[src/verilog/fpx_pkg.sv]
package fpx_pkg;

	// Control/status register layout
	localparam int          CSR_W     = 32;
	localparam int          RM_LSB    = 0;
	localparam int          RM_W      = 2;
	localparam int          FLAG_LSB  = 2;
	localparam int          EN_LSB    = 7;
	localparam int          CAUSE_LSB = 12;
	localparam int          FN_BIT    = 21;
	localparam logic [31:0] CSR_RST   = 32'h0000_0000;
	localparam logic [31:0] CSR_WMASK = 32'h0023_FFFF;

	// One bit per IEEE condition; cause field adds the unimplemented bit on top
	localparam int COND_W  = 5;
	localparam int CAUSE_W = 6;
	localparam int IDX_I   = 0;
	localparam int IDX_U   = 1;
	localparam int IDX_O   = 2;
	localparam int IDX_Z   = 3;
	localparam int IDX_V   = 4;
	localparam int IDX_E   = 5;
	typedef logic [COND_W-1:0] fpx_cond_t;

	localparam logic [RM_W-1:0] round_nearest_mode = 2'h0;
	localparam logic [RM_W-1:0] round_zero_mode    = 2'h1;
	localparam logic [RM_W-1:0] round_up_mode      = 2'h2;
	localparam logic [RM_W-1:0] round_down_mode    = 2'h3;

	// Single precision encodings
	localparam int          DATA_W                = 32;
	localparam int          SIGN_BIT              = 31;
	localparam logic [31:0] FPX_QNAN              = 32'h7FC0_0000;
	localparam logic [31:0] FPX_INF_MAG           = 32'h7F80_0000;
	localparam logic [31:0] FPX_MAX_MAG           = 32'h7F7F_FFFF;
	localparam logic [31:0] smallest_normal_value = 32'h0080_0000;
	localparam logic [31:0] FPX_ZERO              = 32'h0000_0000;

	typedef enum logic [3:0] {
		FPX_OP_ADD,
		FPX_OP_SUB,
		FPX_OP_MUL,
		FPX_OP_DIV,
		FPX_OP_SQRT,
		FPX_OP_CVT_FIX,
		FPX_OP_CMP,
		FPX_OP_MOVE,
		FPX_OP_OTHER
	} fpx_op_e;

	typedef enum logic [2:0] {
		FPX_CLS_ZERO,
		FPX_CLS_FINITE,
		FPX_CLS_INF,
		FPX_CLS_QNAN,
		FPX_CLS_SNAN
	} fpx_cls_e;

endpackage : fpx_pkg

[src/verilog/fpx_cond_detect.sv]
module fpx_cond_detect
	import fpx_pkg::*;
(
	input  wire fpx_pkg::fpx_op_e   op,          // Operation class
	input  wire fpx_pkg::fpx_cls_e  a_cls,       // Operand A class
	input  wire fpx_pkg::fpx_cls_e  b_cls,       // Operand B class
	input  wire logic               a_sign,      // Operand A sign
	input  wire logic               b_sign,      // Operand B sign
	input  wire logic               res_tiny,    // Rounded nonzero result below smallest normal
	input  wire logic               res_inexact, // Rounded result differs from exact
	input  wire logic               res_ovf,     // Rounded magnitude above largest finite
	input  wire logic               cvt_ovf,     // Fixed point conversion out of range
	input  wire logic               cmp_sig_qnan,// Compare kind that signals on quiet NaN
	input  wire logic               en_under,    // Underflow trap enabled
	input  wire logic               en_over,     // Overflow trap enabled
	output fpx_pkg::fpx_cond_t      cond         // Raised IEEE conditions
);
	logic a_nan;
	logic b_nan;
	logic any_snan;
	logic eff_sub;
	logic inv;
	logic dz;
	logic ovf;
	logic unf;
	logic inx;

	always_comb begin
		a_nan    = (a_cls == FPX_CLS_QNAN) || (a_cls == FPX_CLS_SNAN);
		b_nan    = (b_cls == FPX_CLS_QNAN) || (b_cls == FPX_CLS_SNAN);
		any_snan = (a_cls == FPX_CLS_SNAN) || (b_cls == FPX_CLS_SNAN);
		eff_sub  = (op == FPX_OP_SUB) ? (a_sign == b_sign) : (a_sign != b_sign);
		inv = 1'b0;
		if (any_snan && (op != FPX_OP_MOVE))
			inv = 1'b1;
		unique case (op)
			FPX_OP_ADD, FPX_OP_SUB: begin
				if ((a_cls == FPX_CLS_INF) && (b_cls == FPX_CLS_INF) && eff_sub)
					inv = 1'b1;
			end
			FPX_OP_MUL: begin
				if (((a_cls == FPX_CLS_ZERO) && (b_cls == FPX_CLS_INF)) ||
				    ((a_cls == FPX_CLS_INF) && (b_cls == FPX_CLS_ZERO)))
					inv = 1'b1;
			end
			FPX_OP_DIV: begin
				if (((a_cls == FPX_CLS_ZERO) && (b_cls == FPX_CLS_ZERO)) ||
				    ((a_cls == FPX_CLS_INF) && (b_cls == FPX_CLS_INF)))
					inv = 1'b1;
			end
			FPX_OP_SQRT: begin
				// Negative zero is a legal operand
				if (a_sign && ((a_cls == FPX_CLS_FINITE) || (a_cls == FPX_CLS_INF)))
					inv = 1'b1;
			end
			FPX_OP_CVT_FIX: begin
				if (cvt_ovf || (a_cls == FPX_CLS_INF) || a_nan)
					inv = 1'b1;
			end
			FPX_OP_CMP: begin
				if (cmp_sig_qnan && (a_nan || b_nan))
					inv = 1'b1;
			end
			FPX_OP_MOVE, FPX_OP_OTHER: begin
			end
		endcase
		// Only a finite nonzero dividend over zero; inf over zero is silent
		dz = (op == FPX_OP_DIV) && (b_cls == FPX_CLS_ZERO) && (a_cls == FPX_CLS_FINITE) && !inv;
		// At most one condition, except inexact beside overflow or underflow
		ovf = res_ovf && !inv && !dz;
		unf = res_tiny && !inv && !dz && (en_under || res_inexact);
		inx = !inv && !dz && (res_inexact || (ovf && !en_over));
		cond = '0;
		cond[IDX_V] = inv;
		cond[IDX_Z] = dz;
		cond[IDX_O] = ovf;
		cond[IDX_U] = unf;
		cond[IDX_I] = inx;
	end

endmodule : fpx_cond_detect

[src/verilog/fpx_default_result.sv]
module fpx_default_result
	import fpx_pkg::*;
(
	input  wire fpx_pkg::fpx_cond_t       cond,        // Raised IEEE conditions
	input  wire logic [fpx_pkg::RM_W-1:0] rmode,       // Rounding mode
	input  wire logic                     flush_nearest_ctl, // Flush control bit
	input  wire logic                     div_sign,    // Sign of quotient
	input  wire logic                     exact_sign,  // Sign of exact result
	input  wire logic [fpx_pkg::DATA_W-1:0] rounded,   // Datapath rounded result
	output logic      [fpx_pkg::DATA_W-1:0] result     // Value to store
);
	logic [DATA_W-1:0] sgn;

	always_comb begin
		sgn    = '0;
		sgn[SIGN_BIT] = exact_sign;
		result = rounded;
		if (cond[IDX_V]) begin
			result = FPX_QNAN;
		end else if (cond[IDX_Z]) begin
			result = FPX_INF_MAG;
			result[SIGN_BIT] = div_sign;
		end else if (cond[IDX_O]) begin
			unique case (rmode)
				round_nearest_mode: result = sgn | FPX_INF_MAG;
				round_zero_mode:    result = sgn | FPX_MAX_MAG;
				round_up_mode:      result = sgn | (exact_sign ? FPX_MAX_MAG : FPX_INF_MAG);
				round_down_mode:    result = sgn | (exact_sign ? FPX_INF_MAG : FPX_MAX_MAG);
			endcase
		end else if (cond[IDX_U] && !flush_nearest_ctl) begin
			unique case (rmode)
				round_nearest_mode: result = sgn | FPX_ZERO;
				round_zero_mode:    result = sgn | FPX_ZERO;
				round_up_mode:      result = exact_sign ? FPX_ZERO : smallest_normal_value;
				round_down_mode:    result = sgn | (exact_sign ? smallest_normal_value : FPX_ZERO);
			endcase
		end
	end

endmodule : fpx_default_result

[src/verilog/fpx_exc_unit.sv]
// Operation
// - Trap stops trapping and later instructions
// - Each operation rewrites every cause bit
// - Trap when cause and enable both set
// - Unimplemented cause always traps, no enable
// - Untrapped conditions store IEEE default result
// - Completing instruction ORs raised conditions into flags
// - Only software writes clear flag bits
// - Invalid gives quiet NaN, divzero signed infinity
// - Underflow default depends on rounding mode
// - Inexact gives rounded or overflowed/underflowed value
// - Overflow default depends on mode and sign
// - Signaling NaN operand invalid except moves
// - Zero-infinity products, 0/0, inf/inf, negative sqrt
// - Unrepresentable conversion, some NaN compares invalid
// - Divzero only for finite nonzero dividend
// - Tininess detected after rounding
// - Loss of accuracy means inexact result
// - Untrapped underflow needs tininess and inexact
// - Trapped underflow needs tininess only
// - Overflow when rounded magnitude exceeds largest finite
// - One bit per condition, cause has extra
// - One condition at most, inexact may accompany
module fpx_exc_unit
	import fpx_pkg::*;
(
	input  wire logic                      clk,          // Core clock
	input  wire logic                      sys_rst,      // Synchronous reset, active high
	input  wire logic                      op_valid,     // Operation completes its result stage
	input  wire fpx_pkg::fpx_op_e          op,           // Operation class
	input  wire fpx_pkg::fpx_cls_e         a_cls,        // Operand A class
	input  wire fpx_pkg::fpx_cls_e         b_cls,        // Operand B class
	input  wire logic                      a_sign,       // Operand A sign
	input  wire logic                      b_sign,       // Operand B sign
	input  wire logic                      exact_sign,   // Sign of exact result
	input  wire logic [fpx_pkg::DATA_W-1:0] rounded,     // Rounded datapath result
	input  wire logic                      res_tiny,     // Tiny after rounding, unbounded exponent
	input  wire logic                      res_inexact,  // Rounded result not exact
	input  wire logic                      res_ovf,      // Rounded magnitude above largest finite
	input  wire logic                      cvt_ovf,      // Fixed conversion overflow
	input  wire logic                      cmp_sig_qnan, // Compare that signals on quiet NaN
	input  wire logic                      unimpl,       // Operation needs software emulation
	input  wire logic                      csr_wr,       // Software write of control/status
	input  wire logic [fpx_pkg::CSR_W-1:0] csr_wdata,    // Write data
	output logic      [fpx_pkg::CSR_W-1:0] fp_control_status_reg, // Control/status register
	output logic                           trap_req,     // Precise trap pulse to pipeline
	output logic                           res_valid,    // Operation retired by this unit
	output logic                           res_wr,       // Destination write enable
	output logic      [fpx_pkg::DATA_W-1:0] res_data     // Destination write data
);
	fpx_cond_t               cond;
	fpx_cond_t               enables;
	logic [CAUSE_W-1:0]      op_cause;
	logic [CAUSE_W-1:0]      wr_cause;
	fpx_cond_t               wr_en;
	logic                    op_trap;
	logic [DATA_W-1:0]       dflt;
	logic [CSR_W-1:0]        next_csr;
	logic                    next_trap_req;
	logic                    next_res_valid;
	logic                    next_res_wr;
	logic [DATA_W-1:0]       next_res_data;

	assign enables = fp_control_status_reg[EN_LSB +: COND_W];

	fpx_cond_detect u_detect (
		.op           (op),
		.a_cls        (a_cls),
		.b_cls        (b_cls),
		.a_sign       (a_sign),
		.b_sign       (b_sign),
		.res_tiny     (res_tiny),
		.res_inexact  (res_inexact),
		.res_ovf      (res_ovf),
		.cvt_ovf      (cvt_ovf),
		.cmp_sig_qnan (cmp_sig_qnan),
		.en_under     (enables[IDX_U]),
		.en_over      (enables[IDX_O]),
		.cond         (cond)
	);

	fpx_default_result u_default (
		.cond              (cond),
		.rmode             (fp_control_status_reg[RM_LSB +: RM_W]),
		.flush_nearest_ctl (fp_control_status_reg[FN_BIT]),
		.div_sign          (a_sign ^ b_sign),
		.exact_sign        (exact_sign),
		.rounded           (rounded),
		.result            (dflt)
	);

	always_comb begin
		op_cause        = {unimpl, cond};
		op_trap         = (|(cond & enables)) || unimpl;
		wr_cause        = csr_wdata[CAUSE_LSB +: CAUSE_W];
		wr_en           = csr_wdata[EN_LSB +: COND_W];
		next_csr        = fp_control_status_reg;
		next_trap_req   = 1'b0;
		next_res_valid  = 1'b0;
		next_res_wr     = 1'b0;
		next_res_data   = res_data;
		if (csr_wr) begin
			// Software write replaces flags and causes and is checked at once
			next_csr      = csr_wdata & CSR_WMASK;
			next_trap_req = (|(wr_cause[COND_W-1:0] & wr_en)) || wr_cause[IDX_E];
		end else if (op_valid) begin
			next_csr[CAUSE_LSB +: CAUSE_W] = op_cause;
			next_res_valid = 1'b1;
			if (op_trap) begin
				// Result and flags held back so the stream can be resumed
				next_trap_req = 1'b1;
			end else begin
				next_csr[FLAG_LSB +: COND_W] = fp_control_status_reg[FLAG_LSB +: COND_W] | cond;
				next_res_wr   = 1'b1;
				next_res_data = dflt;
			end
		end
	end

	always_ff @(posedge clk) begin
		if (sys_rst) begin
			fp_control_status_reg <= CSR_RST;
			trap_req              <= 1'b0;
			res_valid             <= 1'b0;
			res_wr                <= 1'b0;
			res_data              <= FPX_ZERO;
		end else begin
			fp_control_status_reg <= next_csr;
			trap_req              <= next_trap_req;
			res_valid             <= next_res_valid;
			res_wr                <= next_res_wr;
			res_data              <= next_res_data;
		end
	end

endmodule : fpx_exc_unit

[config.mk]
export PLATFORM = sky130hd
export DESIGN_NAME = fpx_exc_unit
export DESIGN_NICKNAME = d
export VERILOG_FILES = /design/src/verilog/fpx_pkg.sv /design/src/verilog/fpx_cond_detect.sv /design/src/verilog/fpx_default_result.sv /design/src/verilog/fpx_exc_unit.sv
export SDC_FILE = /design/constraint.sdc
export NUM_CORES = 1
export LEC_CHECK = 0
export BUFFER_PORTS_ARGS = -buffer_cell sky130_fd_sc_hd__buf_2
export CORE_MARGIN = 2
export CORE_UTILIZATION = 45
export DETAILED_ROUTE_END_ITERATION = 12
export PLACE_DENSITY = 0.8
export SYNTH_ARGS = -nofsm -noshare
export SYNTH_HDL_FRONTEND = slang
export SYNTH_SLANG_ARGS = --single-unit
[constraint.sdc]
create_clock -name clk -period 2.39 [get_ports clk]
set_input_delay 0.239 -clock clk [delete_from_list [all_inputs] [get_ports clk]]
set_output_delay 0.239 -clock clk [all_outputs]
set_load 0.005 [all_outputs]
==> impl_metrics.json, run 1 <==
{
  "outcome": "finished clean",
  "die_w_microns": 83.6,
  "fin_cells": 526,
  "numCtsBuffers": 5,
  "critical_path_required_ps": 2650,
  "cp-end-kind": "flop",
  "clock_latency_ps": 310,
  "drive_gt1_frac": 0.386,
  "drt_first_pass_iters": 4,
  "finalHoldViolations": 0,
  "vias_per_cell": 5.49,
  "core_region_area_sq_um": 6030,
  "synth_cells": 318,
  "synth_edf_count": 0,
  "critical_path.top_delay_family": "compound AO/OA/AOI/OAI gates",
  "diodes": 0,
  "setup_ws_ps": 125,
  "slew_headroom": 0.573,
  "cap_violations": 0,
  "hpwl_mm": 5.88,
  "synthTopCellsByArea": "dfxtp_1, a22o_1, a21o_1",
  "yosysTopAreaCellShare": 0.380,
  "synth-seq-cells": 54,
  "n_fill_cell": 543,
  "vias": 2888,
  "grt_max_degree": 35,
  "min_period_over_period": 0.948,
  "wirelength_mm": 7.86,
  "max_slew.worst_pin.slew_ps": 641,
  "slew_viol_final": 0,
  "cp.buffers_inverters": 2,
  "power_density_nw_per_um2": 520,
  "drc": 0,
  "synth-seq-area-share": 0.380,
  "p_total_mw": 1.93,
  "synth_area_sq_um": 2850,
  "worst-path-max-fanout": 22,
  "yosys_warnings": 0,
  "synth-main-ff-cell": "dfxtp_1",
  "initial_core_util": 0.473,
  "cp_slowest_cell": "and4_4",
  "io-pin-count": 154,
  "cts_sinks": 54,
  "placed_cells": 517,
  "fin_skew_ps": 5.34,
  "synth_top_area_cell": "dfxtp_1",
  "antenna_found_initial": 0,
  "cp_slowest_stage_delay_ps": 410,
  "start_kind": "primary input",
  "floorplan.rows": 28,
  "wire_per_inst_microns": 14.9,
  "dp_slack_ps": -294,
  "cts_root_buffer": "clkbuf_8",
  "drt_iter0_drc": 100,
  "fmax_mhz": 442,
  "largest_reg_flops": 32,
  "hold_class": "primary input to flop",
  "cts_tree": "yes",
  "rsz0062_at_grt": "no",
  "portBuffers": 127,
  "cp_cell_sequence": "buf_2, or3b_4, nand3b_1, a32o_1, o311a_1, a211oi_2, buf_4, and4_4, a22o_1",
  "die_h_microns": 83.6,
  "synthArstFlopShare": 0,
  "htreeDepth": 2,
  "globalRoute.totalOverflow": 0,
  "finalCriticalPeriod_ps": 2260,
  "cts_buffer_depth": 2,
  "clkSlewWorstSetupHoldPaths_ps": 100,
  "syn_area_per_cell_sq_um": 8.96,
  "ant_nets": 0,
  "areaGrowthSynthToFinish_pct": 30.3,
  "crit_type": "primary input to flop",
  "setup_viol": 0,
  "die_area_sq_um": 6980,
  "grt_pass1_wl_mm": 12.5,
  "p_leak_nw": 1.94,
  "nNetsFinal": 537,
  "globalRouteTotalUtil": 0.215,
  "globalplace.congestion": 0.882,
  "critical_path_arrival_ps": 2530,
  "grt_pass1_vias": 2737,
  "ys_types": 57,
  "ir_drop_v": 0.000403
}
[path summary, 6_finish.rpt]
check	startpoint	end	slack (ps)	cells after the start
worst max-delay path	a_cls[2]	res_data[11]$_SDFFE_PP0P_	130	9
worst min-delay path	csr_wdata[1]	fp_control_status_reg[1]$_SDFFE_PP0P_	160	3
worst max register to register	fp_control_status_reg[11]$_SDFFE_PP0P_	res_data[11]$_SDFFE_PP0P_	440	6
worst min register to register	res_data[31]$_SDFFE_PP0P_	res_data[31]$_SDFFE_PP0P_	470	2
[timing repair]
item	4_1_cts	5_1_grt
resized for setup	0	3
buffers inserted	0	1
setup endpoints to repair	0	29
hold buffers	0	0
[placed cells by master, fill, tap and decap left out, types with 3 or more instances in the layout]
| cell | netlist | routed |
|---|---|---|
| nand3b_1 | 4 | 4 |
| nor3_1 | 4 | 4 |
| buf_2 | 10 | 127 |
| mux2i_1 | 16 | 16 |
| nand2b_1 | 3 | 3 |
| nor2b_1 | 6 | 6 |
| a221oi_1 | 12 | 12 |
| buf_4 | 17 | 23 |
| nor2_1 | 25 | 25 |
| nand3_1 | 5 | 5 |
| conb_1 | 1 | 13 |
| xor2_1 | 3 | 3 |
| nand4_1 | 3 | 3 |
| a21o_1 | 23 | 23 |
| o21ai_0 | 4 | 4 |
| clkbuf_8 | 0 | 5 |
| dfxtp_1 | 54 | 54 |
| a22o_1 | 23 | 23 |
| nor3b_1 | 3 | 3 |
| nand2_1 | 17 | 17 |
| inv_1 | 16 | 16 |
| o2111ai_1 | 3 | 3 |
| a21oi_1 | 13 | 13 |
[cell type report]
cell class / count / area (sq um) / share of cell area
tap: 75 / 93.8 / 0.0253
clock inverter: 3 / 28.8 / 0.00775
timing repair buffer: 152 / 848 / 0.229
inverter: 16 / 60.1 / 0.0162
sequential: 54 / 1080 / 0.291
clock buffer: 5 / 68.8 / 0.0185
multi-input combinational: 221 / 1530 / 0.412
[cell usage after synthesis, types with 4 or more instances]
library cell,n
dfxtp_1,54
nor2_1,25
a21o_1,23
a22o_1,23
buf_4,17
nand2_1,17
inv_1,16
mux2i_1,16
a21oi_1,13
a221oi_1,12
buf_2,10
clkbuf_1,8
nor2b_1,6
nand3_1,5
nand3b_1,4
nor3_1,4
o21ai_0,4
[logic make-up after synthesis]
group / synth area share
AOI/OAI and AO/OA: 0.286
xor gates and xnor gates: 0.00923
buffers and inverters: 0.105
DFF: 0.380
muxes: 0.0562
other: 0.00132
and+or+nand+nor: 0.163
[worst register-to-register path: stages, from the launching register on]
cell	delay [ps]
dfxtp_1	360
a221oi_1	290
o21ai_0	170
a211oi_2	250
buf_4	230
and4_4	410
a22o_1	190
[through the flow]
step / instance area [sq um] / hold slack [ps] / utilization / setup TNS [ps]
floorplan: 2890 / 382 / - / 0
global placement: 3590 / 446 / 0.596 / -6960
detailed placement: 3590 / 451 / 0.596 / -7740
CTS: 3690 / 154 / 0.612 / 0
global route: 3710 / 160 / 0.616 / 0
finish: 3710 / 162 / 0.616 / 0
[where the power goes]
part	switching (mW)	internal [mW]	total, mW
registers	0.0243	0.942	0.966
logic	0.219	0.205	0.424
clock network	0.321	0.220	0.540
total	0.564	1.37	1.93
[per-layer routing]
metal | share of wire | GRT usage
met3 | 0.070 | 0.0445
met1 | 0.43 | 0.273
met2 | 0.48 | 0.361
met5 | 0 | 0
met4 | 0.013 | 0.0762
Power figures use the tool's default switching activity.
==> inputs of run 2 (changes only) <==
--- a/config.mk
+++ b/config.mk
@@ -5,7 +5,7 @@
 export SDC_FILE = /design/constraint.sdc
 export NUM_CORES = 1
 export LEC_CHECK = 0
-export BUFFER_PORTS_ARGS = -buffer_cell sky130_fd_sc_hd__buf_2
+export BUFFER_PORTS_ARGS = -buffer_cell sky130_fd_sc_hd__buf_4
 export CORE_MARGIN = 2
 export CORE_UTILIZATION = 45
 export DETAILED_ROUTE_END_ITERATION = 12
==> impl_metrics.json, run 2 (synthesis results as in run 1) <==
{
  "outcome": "finished clean",
  "vias": 2904,
  "wire_per_inst_microns": 15.9,
  "min_period_over_period": 0.938,
  "dp_slack_ps": -309,
  "reg2reg_from": "fp_control_status_reg[9]$_SDFFE_PP0P_",
  "clock_latency_ps": 310,
  "power_density_nw_per_um2": 499,
  "cts_tree": "yes",
  "die_h_microns": 83.6,
  "r2r_slack_ps": 350,
  "p_leak_nw": 1.99,
  "largest_reg_flops": 32,
  "slew_headroom": 0.548,
  "hold-path-endpoint": "fp_control_status_reg[21]$_SDFFE_PP0P_",
  "setup_ws_ps": 147,
  "fmax_mhz": 446,
  "setup_tns_ps": 0,
  "hold_slack_ps": 162,
  "ant_nets": 0,
  "antenna_found_initial": 0,
  "grt_pass1_vias": 2718,
  "fin_skew_ps": 7.45,
  "cts_buffer_depth": 2,
  "areaGrowthSynthToFinish_pct": 40.5,
  "core_region_area_sq_um": 6030,
  "start_kind": "primary input",
  "reg2reg_to": "res_data[4]$_SDFFE_PP0P_",
  "design_area_sq_um": 4000,
  "die_area_sq_um": 6980,
  "floorplan.rows": 28,
  "nNetsFinal": 534,
  "globalRoute.totalOverflow": 0,
  "critical_path_arrival_ps": 2500,
  "io-pin-count": 154,
  "hold_class": "primary input to flop",
  "reg2reg_depth": 6,
  "numCtsBuffers": 5,
  "setup_viol": 0,
  "ir_drop_v": 0.000418,
  "die_w_microns": 83.6,
  "cp_slowest_cell": "and4_2",
  "vias_per_cell": 5.55,
  "globalplace.congestion": 0.872,
  "layout_commonest_cell": "buf_4",
  "max_slew.worst_pin.slew_ps": 671,
  "htreeDepth": 2,
  "final_cell_mix": "buf_4, dfxtp_1, nor2_1, a21o_1, a22o_1",
  "wirelength_mm": 8.31,
  "cp_cell_sequence": "buf_4, nor4_2, buf_4, o2111ai_1, a32oi_1, nor3_1, a211oi_2, buf_4, and4_2, a22o_1",
  "drc": 0,
  "cap_violations": 0,
  "cp-end-kind": "flop",
  "placed_area_sq_um": 3880,
  "placed_cells": 514,
  "hpwl_mm": 6.14,
  "whs_path_depth": 3,
  "grt_max_degree": 35,
  "cts_sinks": 54,
  "path_common_cell": "buf_4",
  "drt_first_pass_iters": 4,
  "drive_gt1_frac": 0.379,
  "globalRouteTotalUtil": 0.227,
  "critical_path_required_ps": 2650,
  "portBuffers": 127,
  "slew_viol_final": 0,
  "initial_core_util": 0.473,
  "drt_iter0_drc": 151,
  "worst-path-max-fanout": 11,
  "diodes": 0,
  "fin_cells": 523,
  "finalCriticalPeriod_ps": 2240,
  "min_from": "csr_wdata[21]",
  "cts_root_buffer": "clkbuf_8",
  "grt_pass1_wl_mm": 13.3,
  "finalHoldViolations": 0,
  "rsz0062_at_grt": "no",
  "crit_type": "primary input to flop",
  "cp_slowest_stage_delay_ps": 390,
  "clkSlewWorstSetupHoldPaths_ps": 110
}
-- run 2: cell count changes in the layout (fill, tap and decap cells not counted), sizes merged --
cell,before,now
buf,152,148
and4,3,4
-- run 2: worst max path at each step --
stage	start	end	slack (ps)	cells after the start
5_1_grt	op[2]	res_data[25]$_SDFFE_PP0P_	7	10
6_report	op[2]	res_data[7]$_SDFFE_PP0P_	150	10
2_1_floorplan	b_cls[1]	res_data[10]$_SDFFE_PP0P_	190	10
4_1_cts	op[2]	res_data[4]$_SDFFE_PP0P_	20	9
3_3_place_gp	op[2]	res_data[10]$_SDFFE_PP0P_	-230	9
3_5_place_dp	op[2]	res_data[8]$_SDFFE_PP0P_	-310	9
-- run 2: power breakdown --
part	total [mW]	leakage, nW	internal [mW]	switching (mW)
Sequential	0.970	0.441	0.942	0.0280
Clock	0.547	0.0506	0.220	0.327
Combinational	0.479	1.50	0.255	0.223
Total	2.00	1.99	1.42	0.578
-- run 2: through the flow --
step / utilization / total power, mW
6_report: 0.664 / 2.00
3_3_place_gp: 0.645 / 1.45
3_5_place_dp: 0.645 / 1.46
4_1_cts: 0.661 / 2.00
2_1_floorplan: - / 1.23
5_1_grt: 0.664 / 2.09
-- run 2: routing by layer --
metal / track usage / share of wire / routed length, microns / vias up
li1: - / - / - / 1393
met1: 0.280 / 0.44 / 3660 / 1399
met2: 0.416 / 0.49 / 4090 / 110
met3: 0.0455 / 0.064 / 536 / 2
met4: 0.0308 / 0.0032 / 27 / 0
met5: 0 / 0 / 0 / -
-- run 2: critical path: cells and delay by family --
kind / cells / cell delay, ps
buf+inv: 3 / 550
compound gates: 4 / 920
simple gates: 3 / 790
-- run 2: area by class of cell --
class / count / area (sq um)
Clock inverter: 3 / 28.8
Sequential cell: 54 / 1080
Timing Repair Buffer: 148 / 1140
Inverter: 16 / 60.1
Multi-Input combinational cell: 222 / 1530
Tap cell: 75 / 93.8
Clock buffer: 5 / 68.8
Fill cell: 539 / 2020
-- run 2: what timing repair did --
item,in CTS,in global routing
setup buffers,0,0
resized for setup,0,2
hold buffers,0,0
setup endpoints to repair,0,22
==> inputs of run 3 (changes only) <==
--- a/config.mk
+++ b/config.mk
@@ -7,9 +7,10 @@
 export LEC_CHECK = 0
 export BUFFER_PORTS_ARGS = -buffer_cell sky130_fd_sc_hd__buf_4
 export CORE_MARGIN = 2
-export CORE_UTILIZATION = 45
+export CORE_UTILIZATION = 46
 export DETAILED_ROUTE_END_ITERATION = 12
 export PLACE_DENSITY = 0.8
 export SYNTH_ARGS = -nofsm -noshare
 export SYNTH_HDL_FRONTEND = slang
+export SYNTH_HIERARCHICAL = 1
 export SYNTH_SLANG_ARGS = --single-unit
==> impl_metrics.json, run 3 <==
{
  "grt_pass1_vias": 2801,
  "final_cell_mix": "buf_4, nand2_1, dfxtp_1, mux2i_1, nor2_1",
  "layout_commonest_cell": "buf_4",
  "hold_buffers": 0,
  "drive_gt1_frac": 0.391,
  "worst-path-max-fanout": 8,
  "portBuffers": 127,
  "synthArstFlopShare": 0,
  "p_int_mw": 1.49,
  "min_from": "csr_wdata[17]",
  "placed_cells": 572,
  "die_h_microns": 86.0,
  "vias_per_cell": 5.17,
  "rsz0062_at_grt": "yes",
  "synth_cells": 371,
  "core_region_area_sq_um": 6420,
  "p_total_mw": 2.11,
  "ir_drop_v": 0.000273,
  "hpwl_mm": 6.19,
  "vias": 3041,
  "cts_root_buffer": "clkbuf_8",
  "nNetsFinal": 597,
  "die_area_sq_um": 7400,
  "cp_slowest_cell": "or4_4",
  "grt_max_degree": 43,
  "hold_slack_ps": 184,
  "synth_top_area_cell": "dfxtp_1",
  "critical_path.top_delay_family": "compound AO/OA/AOI/OAI gates",
  "fin_util": 0.702,
  "startpoint": "a_cls[1]",
  "globalRoute.totalOverflow": 0,
  "slew_viol_final": 0,
  "cp_cell_sequence": "buf_4, or4_4, a311oi_4, nor4_4, nor2b_1, a2111o_1, buf_4, a311o_1, nand2_1, mux2i_1",
  "die_w_microns": 86.0,
  "synth-seq-area-share": 0.349,
  "slew_headroom": 0.555,
  "reg2reg_from": "fp_control_status_reg[8]$_SDFFE_PP0P_",
  "htreeDepth": 2,
  "synth-seq-cells": 54,
  "floorplan.rows": 29,
  "ys_types": 54,
  "dp_slack_ps": -411,
  "synth_edf_count": 0,
  "cp.buffers_inverters": 2,
  "fin_skew_ps": 12.4,
  "antenna_found_initial": 0,
  "synth.most_common_cell": "nand2_1",
  "wire_per_inst_microns": 14.7,
  "met1Wirelength_mm": 3.70,
  "fmax_mhz": 418,
  "drt_first_pass_iters": 4,
  "critical_path_required_ps": 2600,
  "globalRouteTotalUtil": 0.214,
  "comb_power_share": 0.294,
  "synth_area_sq_um": 3100,
  "cp_slowest_stage_delay_ps": 530,
  "violations": "setup timing",
  "p_leak_nw": 2.07,
  "io-pin-count": 154,
  "clkSlewWorstSetupHoldPaths_ps": 110,
  "cts_buffer_depth": 2,
  "yosys_warnings": 6,
  "outcome": "finished with violations",
  "yosysTopAreaCellShare": 0.349,
  "crit_type": "primary input to flop",
  "min_period_over_period": 1.00,
  "cp-end-kind": "flop",
  "diodes": 0,
  "fin_cells": 588,
  "placed_area_sq_um": 4190,
  "grt_pass1_wl_mm": 12.9,
  "syn_area_per_cell_sq_um": 8.34,
  "setup_tns_ps": -0.473,
  "swShare": 0.293,
  "cap_violations": 0,
  "n_fill_cell": 523,
  "clkPwrFrac": 0.244,
  "clock_latency_ps": 300,
  "ant_nets": 0,
  "critical_path_arrival_ps": 2600,
  "drt_iter0_drc": 149,
  "synth-main-ff-cell": "dfxtp_1",
  "numCtsBuffers": 5,
  "route.met3.wl_microns": 507,
  "finalCriticalPeriod_ps": 2390,
  "setup_viol": 1,
  "routed.top_layer": "met4",
  "synthTopCellsByCount": "nand2_1, dfxtp_1, mux2i_1",
  "setup_ws_ps": -0.473,
  "synthTopCellsByArea": "dfxtp_1, mux2i_1, nand2_1",
  "drc": 0,
  "pwr-share-seq": 0.462,
  "initial_core_util": 0.482,
  "max_slew.worst_pin.slew_ps": 666,
  "design_area_sq_um": 4510,
  "start_kind": "primary input",
  "cts_sinks": 54,
  "areaGrowthSynthToFinish_pct": 45.7,
  "finalHoldViolations": 0,
  "p_switching_mw": 0.618,
  "r2r_slack_ps": 450,
  "path_common_cell": "buf_4",
  "globalplace.congestion": 0.853,
  "largest_reg_flops": 32,
  "wirelength_mm": 8.67,
  "wl_met2_mm": 4.38,
  "cts_tree": "yes",
  "hold_class": "primary input to flop",
  "power_density_nw_per_um2": 467
}
[run 3: cell count changes in the layout (fill, tap and decap cells not counted), moves of 6 or more]
cell / change
a21o_1: -22
a21oi_1: +10
a221oi_1: -11
a22o_1: -22
buf_6: +6
inv_1: -14
mux2_2: +6
mux2i_1: +36
nand2_1: +65
nor2_1: +8
[run 3: final cells by class]
type                            instances  area [sq um]  share of cell area
Inverter                                3          11.3             0.00250
Multi-Input combinational cell        283          1910               0.422
Clock inverter                          2          17.5             0.00388
Sequential cell                        54          1080               0.240
Clock buffer                            6          72.6              0.0161
Tap cell                               77          96.3              0.0214
Timing Repair Buffer                  163          1330               0.294
[run 3: timing repair]
action                     4_1_cts  5_1_grt
gates resized for setup          5       28
setup endpoints to repair        2       37
pin swaps                        2        8
setup buffers                    0        4
gates cloned                     0        4
[run 3: worst min-delay path, delay by kind of cell]
family / cells / cell delay, ps
buffers and inverters: 1 / 80
AND/OR/NAND/NOR: 1 / 70
multiplexers: 1 / 60
[run 3: path summary, 6_finish.rpt]
path	endpoint	cells past startpoint
setup / recovery	res_data[23]$_SDFFE_PP0P_	10
hold / removal	fp_control_status_reg[17]$_SDFFE_PP0P_	3
setup reg to reg	res_data[31]$_SDFFE_PP0P_	7
hold reg to reg	res_data[28]$_SDFFE_PP0P_	2
[run 3: power groups by stage]
| stage | sequential [mW] | combinational, mW | clock, mW |
|---|---|---|---|
| 2_1_floorplan | 0.993 | 0.319 | 0 |
| 3_3_place_gp | 0.992 | 0.546 | 0 |
| 3_5_place_dp | 0.993 | 0.558 | 0 |
| 4_1_cts | 0.973 | 0.568 | 0.532 |
| 5_1_grt | 0.980 | 0.674 | 0.570 |
| 6_report | 0.973 | 0.621 | 0.514 |
[run 3: metal layers]
layer  up-vias  GRT usage
met5         -          0
met4         0     0.0620
met3         6     0.0327
met2       100      0.377
met1      1417      0.270
li1       1518          -
[run 3: cell families after synthesis]
| kind of cell | share of synthesized area |
|---|---|
| compound gates | 0.122 |
| xor+xnor | 0.0141 |
| buf+inv | 0.0881 |
| flops | 0.349 |
| mux | 0.190 |
| other cells | 0.00121 |
| simple gates | 0.235 |
